[src/include/cadp_pkg.sv]
// Notes on behaviour
// only one internal select is active in any bus cycle
// priority: debug, registers, RAM, EEPROM, flash/ROM, then external space
// overlaps go to the higher block; the page window never hides on-chip resources
// expanded modes send every unclaimed address to external space
// expanded modes move port A and B data/direction registers to the external bus
// expanded modes with port E emulation bit move port E registers external
// special peripheral mode removes the first sixteen bus-expansion registers
// emulation modes with port K emulation bit move port K registers external
// port K bit 7 is emulation chip select, low for flash/ROM in emulation
// port K bit 6 is external chip select, low only for external space
// external chip select stays high for unimplemented or removed registers
// six-bit page index picks the 16K block seen at 0x8000-0xBFFF
// paging switches and page index decide internal or external window access
// page register changes by bus writes and paged call/return
// software keeps vectors, stack and I/O in unpaged top memory
// paged call and return steps run with interrupts held off
// paged call saves old page, loads new, pushes return address, then old page
// new page comes from immediate operand or from pointer-addressed memory
// paged return pulls page, pulls return address, writes page, refills queue
// software enters paged subroutines by paged call and leaves by paged return
// read data buses are multiplexed onto the CPU bus, byte-swapped as needed
// decode uses operating mode and mapping control register contents
// bus write to page register takes effect one cycle later
// extended address lines carry page index in window, else 0x3d/0x3e/0x3f
// page reset value and write permission are integration-time inputs
package cadp_pkg;
	localparam int          ADDR_W       = 16;
	localparam int          PAGE_W       = 6;
	localparam logic [1:0]  BLK_WINDOW   = 2'h2;
	localparam logic [5:0]  XADDR_BLK0   = 6'h3d;
	localparam logic [5:0]  XADDR_BLK1   = 6'h3e;
	localparam logic [5:0]  XADDR_BLK3   = 6'h3f;
	localparam logic [5:0]  PG_LIM_SW00  = 6'h38;
	localparam logic [5:0]  PG_LIM_SW01  = 6'h30;
	localparam logic [5:0]  PG_LIM_SW10  = 6'h20;
	localparam logic [1:0]  PAG_ALL_ON   = 2'h3;
	localparam logic [15:0] PAGE_REG_OFS = 16'h0030;
	localparam logic [15:0] PORTA_OFS    = 16'h0000;
	localparam logic [15:0] PORTB_OFS    = 16'h0001;
	localparam logic [15:0] DDRA_OFS     = 16'h0002;
	localparam logic [15:0] DDRB_OFS     = 16'h0003;
	localparam logic [15:0] PORTE_OFS    = 16'h0008;
	localparam logic [15:0] DDRE_OFS     = 16'h0009;
	localparam logic [15:0] PORTK_OFS    = 16'h0032;
	localparam logic [15:0] DDRK_OFS     = 16'h0033;
	localparam logic [15:0] EBI_BLK_SIZE = 16'h0010;

	typedef enum logic [2:0] {
		CADP_SEL_NONE = 3'h0,
		CADP_SEL_DBG  = 3'h1,
		CADP_SEL_REG  = 3'h2,
		CADP_SEL_RAM  = 3'h3,
		CADP_SEL_EEP  = 3'h4,
		CADP_SEL_ROM  = 3'h5,
		CADP_SEL_EXT  = 3'h6
	} cadp_sel_type;

	typedef enum logic [2:0] {
		CADP_MODE_SSC  = 3'h0,
		CADP_MODE_NSC  = 3'h1,
		CADP_MODE_SPER = 3'h2,
		CADP_MODE_EMX  = 3'h3,
		CADP_MODE_NX   = 3'h4,
		CADP_MODE_SX   = 3'h5,
		CADP_MODE_EMSC = 3'h6
	} cadp_mode_type;

	typedef enum logic [2:0] {
		CADP_ST_IDLE  = 3'h0,
		CADP_ST_CRET  = 3'h1,
		CADP_ST_CPAGE = 3'h2,
		CADP_ST_CJUMP = 3'h3,
		CADP_ST_RPAGE = 3'h4,
		CADP_ST_RRET  = 3'h5,
		CADP_ST_RFILL = 3'h6
	} cadp_seq_type;
endpackage

[src/include/cadp_dec_if.sv]
`timescale 1ns/1ps
`default_nettype none
interface cadp_dec_if;
	import cadp_pkg::*;
	logic [15:0]  addr;
	logic         expanded;
	logic         emul;
	logic         speripheral;
	logic         kemu;
	logic         eemu;
	logic         dbg_hit;
	logic         reg_hit;
	logic         ram_hit;
	logic         eep_hit;
	logic         rom_hit;
	logic [5:0]   page;
	logic [1:0]   pag_sw;
	cadp_sel_type sel;
	logic         window_int;
	logic         removed;
	modport dec (input addr, expanded, emul, speripheral, kemu, eemu, dbg_hit, reg_hit,
		ram_hit, eep_hit, rom_hit, page, pag_sw, output sel, window_int, removed);
	modport top (output addr, expanded, emul, speripheral, kemu, eemu, dbg_hit, reg_hit,
		ram_hit, eep_hit, rom_hit, page, pag_sw, input sel, window_int, removed);
endinterface
`default_nettype wire

[src/rtl/cadp_decode.sv]
`timescale 1ns/1ps
`default_nettype none
module cadp_decode
	import cadp_pkg::*;
(
	cadp_dec_if.dec d
);
	logic       in_window;
	logic       ebi_blk;
	logic       ab_reg;
	logic       e_reg;
	logic       k_reg;
	logic [5:0] lim;

	assign in_window = (d.addr[15:14] == BLK_WINDOW);
	assign ebi_blk   = (d.addr < EBI_BLK_SIZE);
	assign ab_reg    = (d.addr == PORTA_OFS) || (d.addr == PORTB_OFS)
		|| (d.addr == DDRA_OFS) || (d.addr == DDRB_OFS);
	assign e_reg     = (d.addr == PORTE_OFS) || (d.addr == DDRE_OFS);
	assign k_reg     = (d.addr == PORTK_OFS) || (d.addr == DDRK_OFS);

	// register hits here are offsets already relative to the register base
	always_comb begin
		d.removed = 1'b0;
		if (d.reg_hit) begin
			if (d.expanded && ab_reg) d.removed = 1'b1;
			if (d.expanded && d.eemu && e_reg) d.removed = 1'b1;
			if (d.speripheral && ebi_blk) d.removed = 1'b1;
			if (d.emul && d.kemu && k_reg) d.removed = 1'b1;
		end
	end

	always_comb begin
		case (d.pag_sw)
			2'h0: lim = PG_LIM_SW00;
			2'h1: lim = PG_LIM_SW01;
			default: lim = PG_LIM_SW10;
		endcase
		d.window_int = (d.pag_sw == PAG_ALL_ON) || (d.page >= lim);
	end

	// priority chain yields one select only; window claims flash only after
	// all higher blocks lose, so it never hides registers or memory
	always_comb begin
		if (d.dbg_hit) begin
			d.sel = CADP_SEL_DBG;
		end else if (d.reg_hit && !d.removed) begin
			d.sel = CADP_SEL_REG;
		end else if (d.reg_hit) begin
			d.sel = d.expanded ? CADP_SEL_EXT : CADP_SEL_NONE;
		end else if (d.ram_hit) begin
			d.sel = CADP_SEL_RAM;
		end else if (d.eep_hit) begin
			d.sel = CADP_SEL_EEP;
		end else if (d.rom_hit && (!in_window || d.window_int)) begin
			d.sel = CADP_SEL_ROM;
		end else if (d.expanded) begin
			d.sel = CADP_SEL_EXT;
		end else begin
			d.sel = CADP_SEL_NONE;
		end
	end
endmodule
`default_nettype wire

[src/rtl/cadp_readmux.sv]
`timescale 1ns/1ps
`default_nettype none
module cadp_readmux
	import cadp_pkg::*;
#(
	parameter int DATA_W = 16
)(
	input  wire logic              i_clk,
	input  wire logic              i_rst_n,
	input  wire cadp_sel_type      i_sel,
	input  wire logic              i_swap,
	input  wire logic [DATA_W-1:0] i_dbg_data,
	input  wire logic [DATA_W-1:0] i_reg_data,
	input  wire logic [DATA_W-1:0] i_ram_data,
	input  wire logic [DATA_W-1:0] i_eep_data,
	input  wire logic [DATA_W-1:0] i_rom_data,
	input  wire logic [DATA_W-1:0] i_ext_data,
	output logic      [DATA_W-1:0] o_data
);
	localparam int HALF = DATA_W / 2;
	logic [DATA_W-1:0] pick;

	always_comb begin
		case (i_sel)
			CADP_SEL_DBG: pick = i_dbg_data;
			CADP_SEL_REG: pick = i_reg_data;
			CADP_SEL_RAM: pick = i_ram_data;
			CADP_SEL_EEP: pick = i_eep_data;
			CADP_SEL_ROM: pick = i_rom_data;
			CADP_SEL_EXT: pick = i_ext_data;
			default:      pick = '0;
		endcase
	end

	// registered so the CPU sees data one cycle after its select
	always_ff @(posedge i_clk) begin
		if (!i_rst_n) begin
			o_data <= '0;
		end else if (i_swap) begin
			o_data <= {pick[HALF-1:0], pick[DATA_W-1:HALF]};
		end else begin
			o_data <= pick;
		end
	end
endmodule
`default_nettype wire

[src/rtl/cadp_top.sv]
`timescale 1ns/1ps
`default_nettype none
module cadp_top
	import cadp_pkg::*;
#(
	parameter int DATA_W = 16
)(
	input  wire logic              i_clk,
	input  wire logic              i_rst_n,
	input  wire logic [15:0]       i_addr,
	input  wire logic              i_valid,
	input  wire logic              i_write,
	input  wire logic [DATA_W-1:0] i_wdata,
	input  wire logic              i_swap,
	input  wire cadp_mode_type     i_mode,
	input  wire logic              i_port_k_emulation_enable,
	input  wire logic              i_port_e_emulation_enable,
	input  wire logic              i_rom_hide,
	input  wire logic [1:0]        i_rom_alloc,
	input  wire logic [1:0]        i_paging_config_switches,
	input  wire logic [5:0]        i_page_reset_value,
	input  wire logic              i_page_write_special_only,
	input  wire logic              i_dbg_hit,
	input  wire logic              i_reg_hit,
	input  wire logic              i_ram_hit,
	input  wire logic              i_eep_hit,
	input  wire logic              i_rom_hit,
	input  wire logic [15:0]       i_reg_offset,
	input  wire logic [DATA_W-1:0] i_dbg_data,
	input  wire logic [DATA_W-1:0] i_reg_data,
	input  wire logic [DATA_W-1:0] i_ram_data,
	input  wire logic [DATA_W-1:0] i_eep_data,
	input  wire logic [DATA_W-1:0] i_rom_data,
	input  wire logic [DATA_W-1:0] i_ext_data,
	input  wire logic              i_call_start,
	input  wire logic              i_rtc_start,
	input  wire logic [5:0]        i_call_page,
	input  wire logic [15:0]       i_call_ret_addr,
	input  wire logic [15:0]       i_call_target,
	input  wire logic [5:0]        i_stack_page,
	input  wire logic [15:0]       i_stack_ret_addr,
	output cadp_sel_type           o_sel,
	output logic [DATA_W-1:0]      o_rdata,
	output logic [5:0]             o_page_index,
	output logic [5:0]             o_extended_address_out,
	output logic                   o_emulation_chip_select_n,
	output logic                   o_external_chip_select_n,
	output logic                   o_irq_block,
	output logic                   o_push_valid,
	output logic [15:0]            o_push_data,
	output logic                   o_pull_valid,
	output logic                   o_pc_load,
	output logic [15:0]            o_pc_value,
	output logic                   o_queue_refill,
	output logic                   o_seq_busy
);
	cadp_dec_if   dif ();
	cadp_seq_type seq_reg;
	cadp_seq_type seq_next;
	logic [5:0]   program_page_register;
	logic [5:0]   temp_page_reg;
	logic [5:0]   wr_pending_reg;
	logic         wr_pending_valid_reg;
	logic         expanded;
	logic         emul;
	logic         special;
	logic         page_write_ok;
	logic         bus_page_write;
	logic [1:0]   blk;
	logic         emu_cs_n;
	logic         ext_cs_n;
	logic         emu_cs_raw;

	assign expanded = (i_mode == CADP_MODE_EMX) || (i_mode == CADP_MODE_NX)
		|| (i_mode == CADP_MODE_SX);
	assign emul     = (i_mode == CADP_MODE_EMX) || (i_mode == CADP_MODE_EMSC);
	assign special  = (i_mode == CADP_MODE_SSC) || (i_mode == CADP_MODE_SPER)
		|| (i_mode == CADP_MODE_SX);

	assign dif.addr        = i_reg_hit ? i_reg_offset : i_addr;
	assign dif.expanded    = expanded;
	assign dif.emul        = emul;
	assign dif.speripheral = (i_mode == CADP_MODE_SPER);
	assign dif.kemu        = i_port_k_emulation_enable;
	assign dif.eemu        = i_port_e_emulation_enable;
	assign dif.dbg_hit     = i_dbg_hit;
	assign dif.reg_hit     = i_reg_hit;
	assign dif.ram_hit     = i_ram_hit;
	assign dif.eep_hit     = i_eep_hit;
	assign dif.rom_hit     = i_rom_hit;
	assign dif.page        = program_page_register;
	assign dif.pag_sw      = i_paging_config_switches;

	cadp_decode u_decode (
		.d (dif.dec)
	);

	assign o_sel = i_valid ? dif.sel : CADP_SEL_NONE;

	cadp_readmux #(
		.DATA_W (DATA_W)
	) u_readmux (
		.i_clk      (i_clk),
		.i_rst_n    (i_rst_n),
		.i_sel      (o_sel),
		.i_swap     (i_swap),
		.i_dbg_data (i_dbg_data),
		.i_reg_data (i_reg_data),
		.i_ram_data (i_ram_data),
		.i_eep_data (i_eep_data),
		.i_rom_data (i_rom_data),
		.i_ext_data (i_ext_data),
		.o_data     (o_rdata)
	);

	// page register bus access
	assign page_write_ok  = !i_page_write_special_only || special;
	assign bus_page_write = i_valid && i_write && i_reg_hit && !dif.removed
		&& (i_reg_offset == PAGE_REG_OFS) && page_write_ok;

	// bus writes land through a one-cycle holding stage
	always_ff @(posedge i_clk) begin
		if (!i_rst_n) begin
			wr_pending_valid_reg <= 1'b0;
			wr_pending_reg       <= '0;
		end else begin
			wr_pending_valid_reg <= bus_page_write;
			wr_pending_reg       <= i_wdata[PAGE_W-1:0];
		end
	end

	// paged call/return sequencer
	always_comb begin
		seq_next = seq_reg;
		case (seq_reg)
			CADP_ST_IDLE: begin
				if (i_call_start) begin
					seq_next = CADP_ST_CRET;
				end else if (i_rtc_start) begin
					seq_next = CADP_ST_RPAGE;
				end
			end
			CADP_ST_CRET:  seq_next = CADP_ST_CPAGE;
			CADP_ST_CPAGE: seq_next = CADP_ST_CJUMP;
			CADP_ST_CJUMP: seq_next = CADP_ST_IDLE;
			CADP_ST_RPAGE: seq_next = CADP_ST_RRET;
			CADP_ST_RRET:  seq_next = CADP_ST_RFILL;
			CADP_ST_RFILL: seq_next = CADP_ST_IDLE;
			default:       seq_next = CADP_ST_IDLE;
		endcase
	end

	always_ff @(posedge i_clk) begin
		if (!i_rst_n) begin
			seq_reg <= CADP_ST_IDLE;
		end else begin
			seq_reg <= seq_next;
		end
	end

	// page register: sequencer writes take precedence over a pending bus write
	always_ff @(posedge i_clk) begin
		if (!i_rst_n) begin
			program_page_register <= i_page_reset_value;
			temp_page_reg         <= '0;
		end else if (seq_reg == CADP_ST_IDLE && i_call_start) begin
			temp_page_reg         <= program_page_register;
			program_page_register <= i_call_page;
		end else if (seq_reg == CADP_ST_RRET) begin
			program_page_register <= temp_page_reg;
		end else if (seq_reg == CADP_ST_RPAGE) begin
			temp_page_reg <= i_stack_page;
		end else if (wr_pending_valid_reg) begin
			program_page_register <= wr_pending_reg;
		end
	end

	// sequencer outputs
	assign o_seq_busy     = (seq_reg != CADP_ST_IDLE);
	assign o_irq_block    = o_seq_busy || i_call_start || i_rtc_start;
	assign o_push_valid   = (seq_reg == CADP_ST_CRET) || (seq_reg == CADP_ST_CPAGE);
	assign o_push_data    = (seq_reg == CADP_ST_CRET) ? i_call_ret_addr
		: {10'h000, temp_page_reg};
	assign o_pull_valid   = (seq_reg == CADP_ST_RPAGE) || (seq_reg == CADP_ST_RRET);
	assign o_pc_load      = (seq_reg == CADP_ST_CJUMP) || (seq_reg == CADP_ST_RRET);
	assign o_pc_value     = (seq_reg == CADP_ST_CJUMP) ? i_call_target
		: i_stack_ret_addr;
	assign o_queue_refill = (seq_reg == CADP_ST_CJUMP) || (seq_reg == CADP_ST_RFILL);
	assign o_page_index   = program_page_register;

	// chip selects and extended address
	assign blk = i_addr[15:14];

	always_comb begin
		emu_cs_raw = 1'b1;
		case (i_rom_alloc)
			2'h0: emu_cs_raw = (blk == BLK_WINDOW) || (blk == 2'h3);
			2'h1: emu_cs_raw = (blk == 2'h3);
			2'h2: emu_cs_raw = (blk == 2'h3) || (blk == 2'h1 && !i_rom_hide)
				|| (blk == BLK_WINDOW && dif.window_int);
			default: emu_cs_raw = (blk == 2'h3) || (blk[1] == 1'b0 && !i_rom_hide)
				|| (blk == BLK_WINDOW && dif.window_int);
		endcase
	end

	assign emu_cs_n = !(i_valid && emul && i_port_k_emulation_enable && emu_cs_raw);
	assign ext_cs_n = !(i_valid && i_port_k_emulation_enable && emu_cs_n
		&& (dif.sel == CADP_SEL_EXT) && !dif.removed);

	always_ff @(posedge i_clk) begin
		if (!i_rst_n) begin
			o_emulation_chip_select_n <= 1'b1;
			o_external_chip_select_n  <= 1'b1;
			o_extended_address_out    <= '0;
		end else begin
			o_emulation_chip_select_n <= emu_cs_n;
			o_external_chip_select_n  <= ext_cs_n;
			if (expanded && i_port_k_emulation_enable) begin
				case (blk)
					2'h0:    o_extended_address_out <= XADDR_BLK0;
					2'h1:    o_extended_address_out <= XADDR_BLK1;
					2'h2:    o_extended_address_out <= program_page_register;
					default: o_extended_address_out <= XADDR_BLK3;
				endcase
			end
		end
	end

	a_one_select: assert property (@(posedge i_clk) disable iff (!i_rst_n)
		(o_sel != CADP_SEL_NONE) |-> i_valid) else $error("select without cycle");
	a_dbg_wins: assert property (@(posedge i_clk) disable iff (!i_rst_n)
		(i_valid && i_dbg_hit) |-> (o_sel == CADP_SEL_DBG)) else $error("debug lost");
	a_ram_over_rom: assert property (@(posedge i_clk) disable iff (!i_rst_n)
		(i_valid && !i_dbg_hit && !i_reg_hit && i_ram_hit) |-> (o_sel == CADP_SEL_RAM))
		else $error("ram lost");
	a_ext_default: assert property (@(posedge i_clk) disable iff (!i_rst_n)
		(i_valid && expanded && !i_dbg_hit && !i_reg_hit && !i_ram_hit && !i_eep_hit
		&& !i_rom_hit) |-> (o_sel == CADP_SEL_EXT)) else $error("not external");
	a_ab_removed: assert property (@(posedge i_clk) disable iff (!i_rst_n)
		(i_valid && expanded && i_reg_hit && !i_dbg_hit && i_reg_offset == PORTA_OFS)
		|-> (o_sel == CADP_SEL_EXT)) else $error("port a internal");
	a_xcs_removed: assert property (@(posedge i_clk) disable iff (!i_rst_n)
		(dif.removed) |=> o_external_chip_select_n) else $error("xcs on removed");
	a_cs_exclusive: assert property (@(posedge i_clk) disable iff (!i_rst_n)
		!(!o_emulation_chip_select_n && !o_external_chip_select_n))
		else $error("both selects");
	a_page_delay: assert property (@(posedge i_clk) disable iff (!i_rst_n)
		(bus_page_write && seq_reg == CADP_ST_IDLE && !i_call_start)
		##1 (seq_reg == CADP_ST_IDLE && !i_call_start)
		|=> (program_page_register == $past(i_wdata[PAGE_W-1:0], 2)))
		else $error("page write late");
	a_call_page: assert property (@(posedge i_clk) disable iff (!i_rst_n)
		(seq_reg == CADP_ST_IDLE && i_call_start) |=> (program_page_register ==
		$past(i_call_page)) ##2 (o_pc_load && o_queue_refill)) else $error("call");
	a_irq_held: assert property (@(posedge i_clk) disable iff (!i_rst_n)
		(seq_reg == CADP_ST_IDLE && i_rtc_start) |=> o_irq_block [*3])
		else $error("irq open");
endmodule
`default_nettype wire

[config.mk]
export PLATFORM = sky130hd
export DESIGN_NAME = cadp_top
export DESIGN_NICKNAME = d
export VERILOG_FILES = /design/src/include/cadp_pkg.sv /design/src/include/cadp_dec_if.sv /design/src/rtl/cadp_decode.sv /design/src/rtl/cadp_readmux.sv /design/src/rtl/cadp_top.sv
export SDC_FILE = /design/constraint.sdc
export NUM_CORES = 1
export LEC_CHECK = 0
export ABC_AREA = 1
export BUFFER_PORTS_ARGS = -buffer_cell sky130_fd_sc_hd__buf_2
export CORE_AREA = 2 2 118 120
export CTS_CLUSTER_DIAMETER = 100
export DETAILED_ROUTE_END_ITERATION = 8
export DIE_AREA = 0 0 120 122
export PLACE_DENSITY = 0.74
export SETUP_SLACK_MARGIN = 0.15
export SLEW_MARGIN = 15
export SYNTH_ARGS = -nofsm -noshare
export SYNTH_HDL_FRONTEND = slang
export SYNTH_SLANG_ARGS = --single-unit
export TNS_END_PERCENT = 10
[constraint.sdc]
create_clock -name i_clk -period 2.7 [get_ports i_clk]
set_input_delay 0.135 -clock i_clk [delete_from_list [all_inputs] [get_ports i_clk]]
set_output_delay 0.135 -clock i_clk [all_outputs]
set_load 0.02 [all_outputs]
# ---- Word-level counts from Yosys, hierarchy flattened
# Cells that the tools add are included.
dict set report classes {
  n_reduce_logical 65
  n_bitwise 1
  mux 32
  n_eq_ne 38
  order_cmp 2
}
# cell count
set op_table {}
lappend op_table {{$pmux W16 S6} 1}
lappend op_table {{$mux W16} 4}
lappend op_table {{$eq A16 B6 Y1 const B} 3}
lappend op_table {{$mux W6} 8}
lappend op_table {{$eq A16 B2 Y1 const B} 2}
lappend op_table {{$eq A16 B4 Y1 const B} 2}
lappend op_table {{$eq A3 B3 Y1 const B} 10}
lappend op_table {{$mux W3} 10}
lappend op_table {{$logic_and A1 B1 Y1} 25}
lappend op_table {{$logic_or A1 B1 Y1} 24}
lappend op_table {{$eq A3 B2 Y1 const B} 6}
lappend op_table {{$pmux W6 S3} 1}
lappend op_table {{$eq A16 B1 Y1 const B} 1}
lappend op_table {{$logic_not A16 Y1} 1}
lappend op_table {{$lt A16 B5 Y1 const B} 1}
lappend op_table {{$pmux W3 S5} 1}
lappend op_table {{$eq A2 B2 Y1 const B} 5}
lappend op_table {{$pmux W5 S2} 1}
lappend op_table {{$eq A2 B1 Y1 const B} 3}
lappend op_table {{$eq A3 B1 Y1 const B} 2}
lappend op_table {{$ge A6 B6 Y1} 1}
lappend op_table {{$logic_not A1 Y1} 6}
lappend op_table {{$logic_not A2 Y1} 3}
lappend op_table {{$logic_not A3 Y1} 2}
lappend op_table {{other kinds (10)} 15}
dict set report word_totals {
  reg_bits 46
  wordCells 147
}

# ---- Longest topological paths before layout
# Gate-level depths: netlist of run 1.
dict set report depth {
  word_depth 19
  mapped_depth 21
  ltp_nobuf 20
}

# ---- Modules after synthesis
# Synthesis of run 1 repeated with hierarchy kept, for this count alone.
dict set report unflattened {
  cells_unflattened 741
  hier_area_um2 4301.6
}
# mod cells_each instances seq_area_each_um2 area_per_inst_um2
set modules_own_cells {}
lappend modules_own_cells {cadp_top 372 1 660.6 2312.2}
lappend modules_own_cells {cadp_readmux 301 1 320.3 1681.6}
lappend modules_own_cells {cadp_decode 68 1 0.0 307.8}

# ---- Worst setup path before layout of run 1
# OpenSTA, ideal clock, no wires.
dict set report synth_timing {
  path_type {flip-flop to flip-flop}
  startpoint {register program_page_register[4], in the netlist o_page_index[4]}
  endpoint {register u_readmux.o_data[1]}
  period_less_slack_ps 2309
  path_buffers 2
  path_slack_ps 391
  arrival_ps 2196
  setup_time_ps 113
  t_required_ps 2587
  stages_incl_launch_ff 20
  cell_sequence {edfxtp_1 ha_1 nand2_1 nor2_1 nor2_1 nand3_1 nand3_1 nand2_1 nand2_2 nand2_2 nand2_2 inv_2 buf_6 buf_6 nand4_1 nand2_1 nor2_1 nand3_1 nand2_1 nor2_1}
}
dict set report synth_via {
  elab_chain_cells 14
}
# item line_no
set synth_lines {}
lappend synth_lines {{start: declaration} cadp_top.sv:60} ;# logic [5:0] program_page_register;
lappend synth_lines {{start signal: assignment} cadp_top.sv:164} ;# program_page_register <= i_page_reset_value;
lappend synth_lines {{start signal: assignment} cadp_top.sv:168} ;# program_page_register <= i_call_page;
lappend synth_lines {{start signal: assignment} cadp_top.sv:170} ;# program_page_register <= temp_page_reg;
lappend synth_lines {{$ge A6 B6 Y1 (*)} cadp_decode.sv:39} ;# d.window_int = (d.pag_sw == PAG_ALL_ON) || (d.page >= lim);
lappend synth_lines {{$logic_or A1 B1 Y1 (*)} cadp_decode.sv:39}
lappend synth_lines {{$logic_or A1 B1 Y1 (*)} cadp_decode.sv:55} ;# end else if (d.rom_hit && (!in_window || d.window_int)) begin
lappend synth_lines {{$logic_and A1 B1 Y1 (*)} cadp_decode.sv:55}
lappend synth_lines {{$mux W3 (*)} cadp_decode.sv:55}
lappend synth_lines {{$mux W3 (*)} cadp_decode.sv:53} ;# end else if (d.eep_hit) begin
lappend synth_lines {{$mux W3 (*)} cadp_decode.sv:51} ;# end else if (d.ram_hit) begin
lappend synth_lines {{$mux W3 (*)} cadp_decode.sv:49} ;# end else if (d.reg_hit) begin
lappend synth_lines {{$mux W3 (*)} cadp_decode.sv:47} ;# end else if (d.reg_hit && !d.removed) begin
lappend synth_lines {{$mux W3 (*)} cadp_decode.sv:45} ;# if (d.dbg_hit) begin
lappend synth_lines {{$mux W3 (*)} cadp_top.sv:98} ;# assign o_sel = i_valid ? dif.sel : CADP_SEL_NONE;
lappend synth_lines {{net o_sel[0]} cadp_top.sv:42} ;# output cadp_sel_type o_sel,
lappend synth_lines {{$eq A3 B3 Y1 (tied with other cells)} cadp_readmux.sv:24} ;# case (i_sel)
lappend synth_lines {{$pmux W16 S6 (*)} cadp_readmux.sv:24}
lappend synth_lines {{$mux W16 (*)} cadp_readmux.sv:39} ;# end else if (i_swap) begin
lappend synth_lines {{end signal: assignment} cadp_readmux.sv:40} ;# o_data <= {pick[HALF-1:0], pick[DATA_W-1:HALF]};
lappend synth_lines {{end signal: assignment} cadp_readmux.sv:42} ;# o_data <= pick;
lappend synth_lines {{end: declaration} cadp_readmux.sv:18} ;# output logic [DATA_W-1:0] o_data
# The timed path passes the listed nets; every way through them passes the cells marked *.
# A chain may end at the register's enable or synchronous reset.

# ---- Worst setup path after layout of run 1
dict set report layout_timing {
  startpoint {register program_page_register[3], in the netlist o_page_index[3]}
  endpoint {register u_readmux.o_data[6]}
}
dict set report layout_via {
  elab_chain_cells 14
}
# item line_no
set layout_lines {}
lappend layout_lines {{$ge A6 B6 Y1 (*)} cadp_decode.sv:39}
lappend layout_lines {{$logic_or A1 B1 Y1 (*)} cadp_decode.sv:39}
lappend layout_lines {{$logic_or A1 B1 Y1 (*)} cadp_decode.sv:55}
lappend layout_lines {{$logic_and A1 B1 Y1 (*)} cadp_decode.sv:55}
lappend layout_lines {{$mux W3 (*)} cadp_decode.sv:55}
lappend layout_lines {{$mux W3 (*)} cadp_decode.sv:53}
lappend layout_lines {{$mux W3 (*)} cadp_decode.sv:51}
lappend layout_lines {{$mux W3 (*)} cadp_decode.sv:49}
lappend layout_lines {{$mux W3 (*)} cadp_decode.sv:47}
lappend layout_lines {{$mux W3 (*)} cadp_decode.sv:45}
lappend layout_lines {{$mux W3 (*)} cadp_top.sv:98}
lappend layout_lines {{$eq A3 B3 Y1 (tied with other cells)} cadp_readmux.sv:24}
lappend layout_lines {{$pmux W16 S6 (*)} cadp_readmux.sv:24}
lappend layout_lines {{$mux W16 (*)} cadp_readmux.sv:39}
# Every way passes the cells marked *; elsewhere a longest branch is shown, timed or not.

==> impl_metrics.json, run 1 <==
{
  "outcome": "completed",
  "synthesis.nets": 908,
  "route.detailed.drc": 0,
  "endpoint": "u_readmux.o_data[6]$_SDFF_PN0_",
  "grt_pass1_wl_um": 24100,
  "grt_pass1_vias": 4834,
  "clk_pin_slew_worst_paths_ns": 0.06,
  "antenna_found_initial": 4,
  "avgRoutedWirePerCell_um": 14.6,
  "dieArea_um2": 14600,
  "drive_gt1_share_pct": 41.6,
  "ys_seq_area_share_pct": 24.5,
  "synth_area_um2": 4000,
  "grt_use_total_pct": 21.1,
  "utilization_pct": 45.3,
  "clockBufferDepth": 2,
  "io_pins": 304,
  "avgSynthCellArea_um2": 5.94,
  "cts_tree": "yes",
  "mostFrequentLayoutCells": "292 x buf_2, 172 x nand2_1, 99 x nor2_1",
  "crit_cells": 20,
  "maxSlewHeadroom_pct": 44.4,
  "reg2reg_from": "o_page_index[3]$_DFFE_PP_",
  "wl_um": 16900,
  "skew_ns": 0.00365,
  "fin_crit_sh_pct": 94.2,
  "dr.pass1.iters": 5,
  "core_area_um2": 13500,
  "antenna_left": 0,
  "rsz0062_at_grt": "yes",
  "ys_ff_latch": 46,
  "grt_overflow": 0,
  "root_buffer": "clkbuf_16",
  "gp_congestion": 0.911,
  "whs_path_depth": 3,
  "grt_max_degree": 33,
  "top_register": "u_readmux.o_data",
  "clock_sinks": 46,
  "largest_reg_flops": 16,
  "hp-class": "primary input to flop",
  "reg2reg_to": "u_readmux.o_data[6]$_SDFF_PN0_",
  "multi_input_area_um2": 2570,
  "chipWidth_um": 120,
  "num-fill-cells": 1417,
  "fin_nets": 1204,
  "slowest_delay_ns": 0.37,
  "drv_slew": 0,
  "place_worst_setup_slack_ns": 0.0742,
  "synth_edf_count": 6,
  "fmax_mhz": 393,
  "port_buffers": 292,
  "holdBufCountCts": 0,
  "p_leak_nw": 3.48,
  "setup_violations": 0,
  "path_buf_inv": 4,
  "finalPower_mw": 3.43,
  "numCtsBuffers": 5,
  "start_util_pct": 29.6,
  "worstSetupPathType": "flop to flop",
  "dieHeight_um": 122,
  "p_per_area_nw_per_um2": 560,
  "synthArstFlopShare_pct": 0,
  "startpoint": "o_page_index[3]$_DFFE_PP_",
  "tightest_slew_ns": 0.831,
  "ir_drop_v": 0.000233,
  "maxCapViolCount": 0,
  "post-route-min-period_ns": 2.54,
  "hold_violations": 0,
  "arrival_ns": 2.76,
  "regToRegSetupSlack_ns": 0.16,
  "drtIter0Drc": 282,
  "startpoint_type": "flop",
  "clk_latency_ns": 0.28,
  "ys_warn_count": 0,
  "path_delay_family": "simple AND/OR/NAND/NOR gates",
  "yosysUniqueCellTypes": 36,
  "dp_hpwl_um": 13800,
  "syn_inst": 673,
  "ff2ff_path_depth": 20,
  "cp_max_fo": 7,
  "synthToLayoutAreaGrowth_pct": 53.2,
  "cp_data_required_time_ns": 2.92,
  "slowest_stage": "edfxtp_1",
  "cp_common_cell": "nand2_1",
  "num_rows": 43,
  "regArea_um2": 981,
  "routed_via_density": 4.76,
  "htree_levels": 2,
  "mostFrequentLayoutCell": "buf_2",
  "crit_chain": "inv_1, ha_1, inv_1, nor2_1, nand3b_1, nand3_1, nand3_1, nand2_1, nand2_2, nand2_2, nand2_4, buf_4, nor2_4, buf_4, nand2_1, nand2_1, nor2_2, nand3_1, nand2_1, nor2_1",
  "ys.flop_type": "dfxtp_1",
  "critPathCaptureType": "flop",
  "vias": 5488,
  "setup_slack_ns": 0.156
}
where the power goes:
part | internal, mW | switching, mW
clock | 0.438 | 0.247
sequential | 0.836 | 0.0772
combinational | 0.658 | 1.17
area by class of cell:
cell class / count / area share [%]
Antenna cell: 4 / 0.163
Inverter: 92 / 5.82
Multi-Input combinational cell: 501 / 42.1
Timing Repair Buffer: 322 / 29.5
Sequential cell: 46 / 16.0
Timing Repair inverter: 1 / 0.123
Clock buffer: 7 / 2.17
Clock inverter: 1 / 0.490
Tap cell: 180 / 3.68
metrics by stage:
stage	TNS (ns)	cell area, um2	std cells	hold WS (ns)
5_1_grt	-0.0388	6120	1154	0.0390
6_report	0	6120	1154	0.0327
3_5_place_dp	0	5610	1127	0.320
4_1_cts	0	5800	1137	0.0282
2_1_floorplan	0	4000	673	0.233
3_3_place_gp	0	5610	1127	0.322
worst min path at each step:
stage	to	startpoint	slack (ns)
5_1_grt	wr_pending_reg[1]$_SDFF_PN0_	i_wdata[1]	0.04
6_report	wr_pending_reg[0]$_SDFF_PN0_	i_wdata[0]	0.03
3_3_place_gp	wr_pending_reg[0]$_SDFF_PN0_	i_wdata[0]	0.32
3_5_place_dp	wr_pending_reg[0]$_SDFF_PN0_	i_wdata[0]	0.32
4_1_cts	wr_pending_reg[0]$_SDFF_PN0_	i_wdata[0]	0.03
2_1_floorplan	wr_pending_reg[0]$_SDFF_PN0_	i_wdata[0]	0.23
kinds of logic after synthesis:
logic type	synth area share (%)
AOI/OAI and AO/OA	8.36
muxes	4.51
buffers and inverters	14.4
and+or+nand+nor	47.6
adders and majority gates	0.626
DFF	24.5
worst register-to-register path, delay by kind of cell, from the launching register on:
family	cells	cell delay, ns
adders and majority gates	1	0.27
and+or+nand+nor	15	1.40
DFF	1	0.37
buffers and inverters	4	0.44
synthesized netlist by cell type (all sizes together), types with 2 or more instances:
library cell,n,area share (%)
nand2,192,19
nor2,110,11
inv,91,8.5
nand3,86,11
dfxtp,40,20
nand4,29,4.5
a21oi,24,3.0
buf,24,4.8
mux2,16,4.5
o21ai,14,1.8
clkbuf,10,0.94
o211ai,8,1.5
edfxtp,6,4.5
nor3,6,0.88
a221oi,4,0.88
a31oi,2,0.31
ha,2,0.63
metal layers:
metal / track usage, % / wire (um)
met5: 0 / 0
met4: 10.1 / 795
met3: 4.07 / 1190
met2: 41.1 / 8890
met1: 21.4 / 5990
repair_timing:
action	4_1_cts	5_1_grt
gates cloned	0	5
endpoints found under the setup margin	18	18
resized for setup	2	44
setup buffers	2	8
pin swaps	1	28
Note: power is estimated with default switching activity, not from simulation.
==> run 2: changes to the inputs <==
--- a/config.mk
+++ b/config.mk
@@ -6,14 +6,13 @@
 export NUM_CORES = 1
 export LEC_CHECK = 0
 export ABC_AREA = 1
-export BUFFER_PORTS_ARGS = -buffer_cell sky130_fd_sc_hd__buf_2
+export BUFFER_PORTS_ARGS = -buffer_cell sky130_fd_sc_hd__clkbuf_2
 export CORE_AREA = 2 2 118 120
 export CTS_CLUSTER_DIAMETER = 100
 export DETAILED_ROUTE_END_ITERATION = 8
 export DIE_AREA = 0 0 120 122
-export PLACE_DENSITY = 0.74
 export SETUP_SLACK_MARGIN = 0.15
-export SLEW_MARGIN = 15
+export SLEW_MARGIN = 20
 export SYNTH_ARGS = -nofsm -noshare
 export SYNTH_HDL_FRONTEND = slang
 export SYNTH_SLANG_ARGS = --single-unit
==> run 2 against run 1 <==
Register-to-register slack improved by 0.07 ns. Combinational power fell by 3%. Non-clock buffer count fell by 6. Power fell by 1.1%. Clock power rose by 1%. Largest power group unchanged. Clock skew rose by 0.0021 ns. Worst hold slack improved by 0.013 ns. Final cell count fell by 0.87%. Largest cell class unchanged. Sequential power rose by 1%.
==> impl_metrics.json, run 2 (synthesis results as in run 1) <==
{
  "outcome": "completed",
  "dr.pass1.iters": 7,
  "routed_via_density": 4.61,
  "clk_latency_ns": 0.28,
  "htree_levels": 2,
  "power_frac_seq_pct": 27.3,
  "root_buffer": "clkbuf_16",
  "clk_pin_slew_worst_paths_ns": 0.07,
  "num-fill-cells": 1506,
  "p_leak_nw": 3.47,
  "drive_gt1_share_pct": 39.8,
  "slowest_delay_ns": 0.40,
  "worstSetupPathType": "flop to flop",
  "avgRoutedWirePerCell_um": 14.0,
  "tightest_slew_ns": 0.584,
  "fmax_mhz": 404,
  "setup_violations": 0,
  "cp_max_fo": 8,
  "antenna_cells": 0,
  "power_frac_comb_pct": 52.2,
  "mostFrequentLayoutCell": "clkbuf_2",
  "dieArea_um2": 14600,
  "utilization_pct": 44.3,
  "maxCapViolCount": 0,
  "power.switching_mw": 1.49,
  "grt_pass1_wl_um": 23500,
  "slowest_stage": "edfxtp_1",
  "place_worst_setup_slack_ns": 0.158,
  "hold_violations": 0,
  "tns_ns": 0,
  "grt_pass1_vias": 4740,
  "p_per_area_nw_per_um2": 566,
  "crit_chain": "ha_1, nand2_1, nand3b_1, nand3_2, nand2_2, nand2_1, nand2_2, nand2_2, nand3_4, nor2_4, buf_12, clkbuf_16, nand3_1, nand2_1, nor2_1, nand2_1, nor2_1, nor2_1",
  "clockBufferDepth": 2,
  "maxSlewHeadroom_pct": 61.0,
  "synthToLayoutAreaGrowth_pct": 49.6,
  "post-route-min-period_ns": 2.48,
  "start_util_pct": 29.6,
  "internal_power_mw": 1.90,
  "pwr-share-clk_pct": 20.5,
  "fin_nets": 1198,
  "drtIter0Drc": 242,
  "cp_common_cell": "nand2_1",
  "wl_um": 16000,
  "mostFrequentLayoutCells": "292 x clkbuf_2, 176 x nand2_1, 98 x nor2_1",
  "route.detailed.drc": 0,
  "port_buffers": 292,
  "hp-class": "primary input to flop",
  "vias": 5279,
  "dp_hpwl_um": 13200,
  "antenna_found_initial": 0,
  "rsz0062_at_grt": "yes",
  "setup_slack_ns": 0.225,
  "largest_reg_flops": 16,
  "numCtsBuffers": 5,
  "chipWidth_um": 120,
  "startpoint_type": "flop",
  "top_register": "u_readmux.o_data",
  "fin_crit_sh_pct": 91.7,
  "dieHeight_um": 122,
  "gp_congestion": 0.868,
  "core_area_um2": 13500,
  "cp_data_required_time_ns": 2.92,
  "arrival_ns": 2.70,
  "grt_overflow": 0,
  "antenna_left": 0,
  "clock_sinks": 46,
  "num_rows": 43,
  "p_sw_share_pct": 44.0,
  "drv_slew": 0,
  "ir_drop_v": 0.000247,
  "io_pins": 304,
  "grt_max_degree": 33,
  "grt_use_total_pct": 20.7,
  "cts_tree": "yes",
  "skew_ns": 0.00576,
  "critPathCaptureType": "flop"
}
run 2: changes by cell type in the layout (fill, tap and decap cells not counted), moves of 3 or more:
cell,previous run,this run
clkbuf_2,0,292
nand3_1,71,82
buf_2,292,0
nand2_2,16,13
buf_4,19,14
nor2_2,6,9
nand3_2,11,2
nand2_1,172,176
diode_2,4,0
run 2: final timing paths:
check,start,to,slack [ns],cells past startpoint
hold / removal,i_wdata[4],wr_pending_reg[4]$_SDFF_PN0_,0.05,3
setup / recovery,o_page_index[4]$_DFFE_PP_,u_readmux.o_data[15]$_SDFF_PN0_,0.22,18
setup reg to reg,o_page_index[4]$_DFFE_PP_,u_readmux.o_data[15]$_SDFF_PN0_,0.22,18
hold reg to reg,o_extended_address_out[5]$_SDFFE_PN0P_,o_extended_address_out[5]$_SDFFE_PN0P_,0.46,2
run 2: cell type report:
cell class / instances / area (um2) / share of cell area (%)
sequential: 46 / 981 / 16.4
clock buffer: 6 / 129 / 2.16
clock inverter: 2 / 37.5 / 0.628
tap: 180 / 225 / 3.77
multi-input combinational: 501 / 2480 / 41.5
timing repair inverter: 1 / 7.51 / 0.126
timing repair buffer: 316 / 1760 / 29.4
inverter: 92 / 357 / 5.96
run 2: stage by stage:
stage / hold WS, ns / std cells / power (mW) / area (um2)
floorplan: 0.233 / 673 / 2.01 / 4000
detailed placement: 0.330 / 1125 / 2.69 / 5610
finish: 0.0461 / 1144 / 3.39 / 5980
global route: 0.0498 / 1144 / 3.63 / 5980
global placement: 0.325 / 1125 / 2.68 / 5610
CTS: 0.0331 / 1133 / 3.39 / 5780
run 2: worst max-delay path, delay by kind of cell, from the launching register on:
| family | cells | cell delay (ns) |
|---|---|---|
| adders and majority gates | 1 | 0.29 |
| buffers and inverters | 2 | 0.29 |
| DFF | 1 | 0.40 |
| and+or+nand+nor | 15 | 1.41 |
run 2: power groups by stage:
| stage | Combinational [mW] | Clock, mW | Sequential (mW) |
|---|---|---|---|
| after floorplan | 1.03 | 0 | 0.984 |
| after global placement | 1.74 | 0 | 0.940 |
| final | 1.77 | 0.693 | 0.926 |
| after detailed placement | 1.74 | 0 | 0.942 |
| after CTS | 1.75 | 0.710 | 0.928 |
| after global routing | 1.95 | 0.739 | 0.939 |
run 2: repair_timing:
| action | in CTS | in global routing |
|---|---|---|
| buffers inserted | 0 | 7 |
| gates cloned | 0 | 4 |
| resized for setup | 1 | 24 |
| setup endpoints to repair | 2 | 18 |
| hold buffers | 0 | 0 |
| pin swaps | 0 | 9 |
run 2: metal layers:
metal  share of wire, %  vias to the layer above  routed length (um)  track usage [%]
li1                   -                     2747                   -                -
met3                6.7                       10                1080             3.84
met5                  0                        -                   0                0
met1                 38                     2304                6020             22.4
met2                 54                      218                8680             40.6
met4                1.5                        0                 236             5.88
==> run 3: changes to the inputs <==
==> constraint.sdc (replaced) <==
create_clock -name i_clk -period 2.7 [get_ports i_clk]
set_input_delay 0.135 -clock i_clk [delete_from_list [all_inputs] [get_ports i_clk]]
set_output_delay 0.135 -clock i_clk [all_outputs]
set_load 0.1 [all_outputs]
==> run 3 against run 2 <==
Worst hold slack worse by 0.0099 ns. Core utilization grew 0.19 points. Via count down 0.13%. Die area unchanged. Design area increased by 0.44%. Clock skew down 0.0014 ns. Combinational power up 86%. Critical path type unchanged.
==> impl_metrics.json, run 3 (synthesis results as in run 1) <==
{
  "io_pins": 304,
  "cp_common_cell": "nand2_2",
  "skew_ns": 0.00437,
  "post-route-min-period_ns": 2.46,
  "dieArea_um2": 14600,
  "antenna_found_initial": 3,
  "largest_reg_flops": 16,
  "rsz0062_at_grt": "yes",
  "arrival_ns": 2.68,
  "tightest_slew_ns": 0.604,
  "regArea_um2": 981,
  "fin_crit_sh_pct": 91.0,
  "final_cells": 1147,
  "clock_sinks": 46,
  "multi_input_area_um2": 2520,
  "final_area_um2": 6000,
  "critPathCaptureType": "flop",
  "vias": 5272,
  "drtIter0Drc": 241,
  "avgRoutedWirePerCell_um": 14.3,
  "utilization_pct": 44.5,
  "ir_drop_v": 0.000390,
  "hold_violations": 0,
  "num_rows": 43,
  "antenna_left": 0,
  "root_buffer": "clkbuf_16",
  "tns_ns": 0,
  "top_register": "u_readmux.o_data",
  "grt_pass1_vias": 4840,
  "fmax_mhz": 407,
  "holdBufCountCts": 0,
  "clk_latency_ns": 0.28,
  "fin_nets": 1198,
  "wl_um": 16400,
  "place_worst_setup_slack_ns": 0.154,
  "path_delay_family": "simple AND/OR/NAND/NOR gates",
  "drive_gt1_share_pct": 40.6,
  "maxSlewHeadroom_pct": 59.7,
  "drv_slew": 0,
  "placed_area_um2": 5660,
  "synthToLayoutAreaGrowth_pct": 50.3,
  "clk_pin_slew_worst_paths_ns": 0.06,
  "dpl.cell_count": 1127,
  "numCtsBuffers": 5,
  "hp-class": "primary input to flop",
  "slowest_stage": "edfxtp_1",
  "worstSetupPathType": "flop to flop",
  "setup_slack_ns": 0.243,
  "startpoint_type": "flop",
  "chipWidth_um": 120,
  "p_per_area_nw_per_um2": 803,
  "setup_violations": 0,
  "port_buffers": 292,
  "dieHeight_um": 122,
  "core_area_um2": 13500,
  "grt_pass1_wl_um": 24300,
  "cts_tree": "yes",
  "route.detailed.drc": 0,
  "clockBufferDepth": 2,
  "dp_hpwl_um": 13700,
  "cp_max_fo": 7,
  "start_util_pct": 29.6,
  "grt_overflow": 0,
  "routed_via_density": 4.60,
  "grt_use_total_pct": 21.3,
  "p_leak_nw": 3.47,
  "dr.pass1.iters": 5,
  "grt_max_degree": 33,
  "outcome": "completed",
  "cp_data_required_time_ns": 2.92,
  "crit_chain": "ha_1, nand2_1, nand3b_1, nand3_2, nand2_2, nand2_2, nand2_2, nand2_2, nand3_4, nor2_4, buf_6, buf_6, nand3_1, nand2_1, nor2_2, nand2_1, nor2_1, nor2_1",
  "num-fill-cells": 1526,
  "mostFrequentLayoutCell": "clkbuf_2",
  "slowest_delay_ns": 0.40,
  "path_buf_inv": 2,
  "gp_congestion": 0.843,
  "maxCapViolCount": 0,
  "mostFrequentLayoutCells": "289 x clkbuf_2, 172 x nand2_1, 100 x nor2_1",
  "htree_levels": 2
}
run 3: changes by cell type in the layout (fill, tap and decap cells not counted), sizes merged:
| cell | change |
|---|---|
| buf | +4 |
| bufinv | -1 |
| clkbuf | -3 |
| clkinv | +1 |
| clkinvlp | -1 |
| diode | +3 |
run 3: worst reg2reg max path, stage by stage, from the launching register on:
cell      delay (ns)
edfxtp_1        0.40
ha_1            0.29
nand2_1         0.05
nand3b_1        0.20
nand3_2         0.10
nand2_2         0.06
nand2_2         0.06
nand2_2         0.05
nand2_2         0.07
nand3_4         0.11
nor2_4          0.27
buf_6           0.16
buf_6           0.12
nand3_1         0.07
nand2_1         0.08
nor2_2          0.06
nand2_1         0.09
nor2_1          0.04
nor2_1          0.12
run 3: through the flow:
stage	total power, mW	hold slack, ns
after CTS	4.83	0.0291
after global routing	5.08	0.0403
final	4.82	0.0362
after floorplan	3.54	0.233
after detailed placement	4.20	0.321
after global placement	4.19	0.324
run 3: layer usage:
layer	up-vias	share of wire [%]	routed length [um]	global-route usage [%]
met1	2290	36	5900	22.0
li1	2745	-	-	-
met4	0	2.7	447	8.68
met3	18	8.2	1350	4.92
met5	-	0	0	0
met2	219	53	8720	41.1
run 3: worst paths after layout:
kind         cells after the start  slack (ns)                                endpoint                                    from
max                             18        0.24          u_readmux.o_data[6]$_SDFF_PN0_               o_page_index[4]$_DFFE_PP_
min                              3        0.04            wr_pending_reg[5]$_SDFF_PN0_                              i_wdata[5]
max reg2reg                     18        0.24          u_readmux.o_data[6]$_SDFF_PN0_               o_page_index[4]$_DFFE_PP_
min reg2reg                      2        0.47  o_extended_address_out[2]$_SDFFE_PN0P_  o_extended_address_out[2]$_SDFFE_PN0P_
run 3: cell type report:
cell class | instances | area share [%]
antenna | 3 | 0.125
clock buffer | 7 | 2.38
clock inverter | 1 | 0.0834
inverter | 92 | 5.86
multi-input combinational | 501 | 42.0
sequential | 46 | 16.3
tap | 180 | 3.75
timing repair buffer | 316 | 29.3
timing repair inverter | 1 | 0.125
run 3: power breakdown:
| group | total [mW] | internal, mW | switching [mW] |
|---|---|---|---|
| clock | 0.617 | 0.367 | 0.250 |
| combinational | 3.29 | 0.634 | 2.66 |
| sequential | 0.912 | 0.835 | 0.0768 |
| total | 4.82 | 1.84 | 2.99 |
run 3: what timing repair did:
| item | 4_1_cts | 5_1_grt |
|---|---|---|
| pin swaps | 0 | 18 |
| cloned | 0 | 3 |
| setup endpoints to repair | 2 | 18 |
| setup buffers | 0 | 6 |
| gates resized for setup | 1 | 30 |
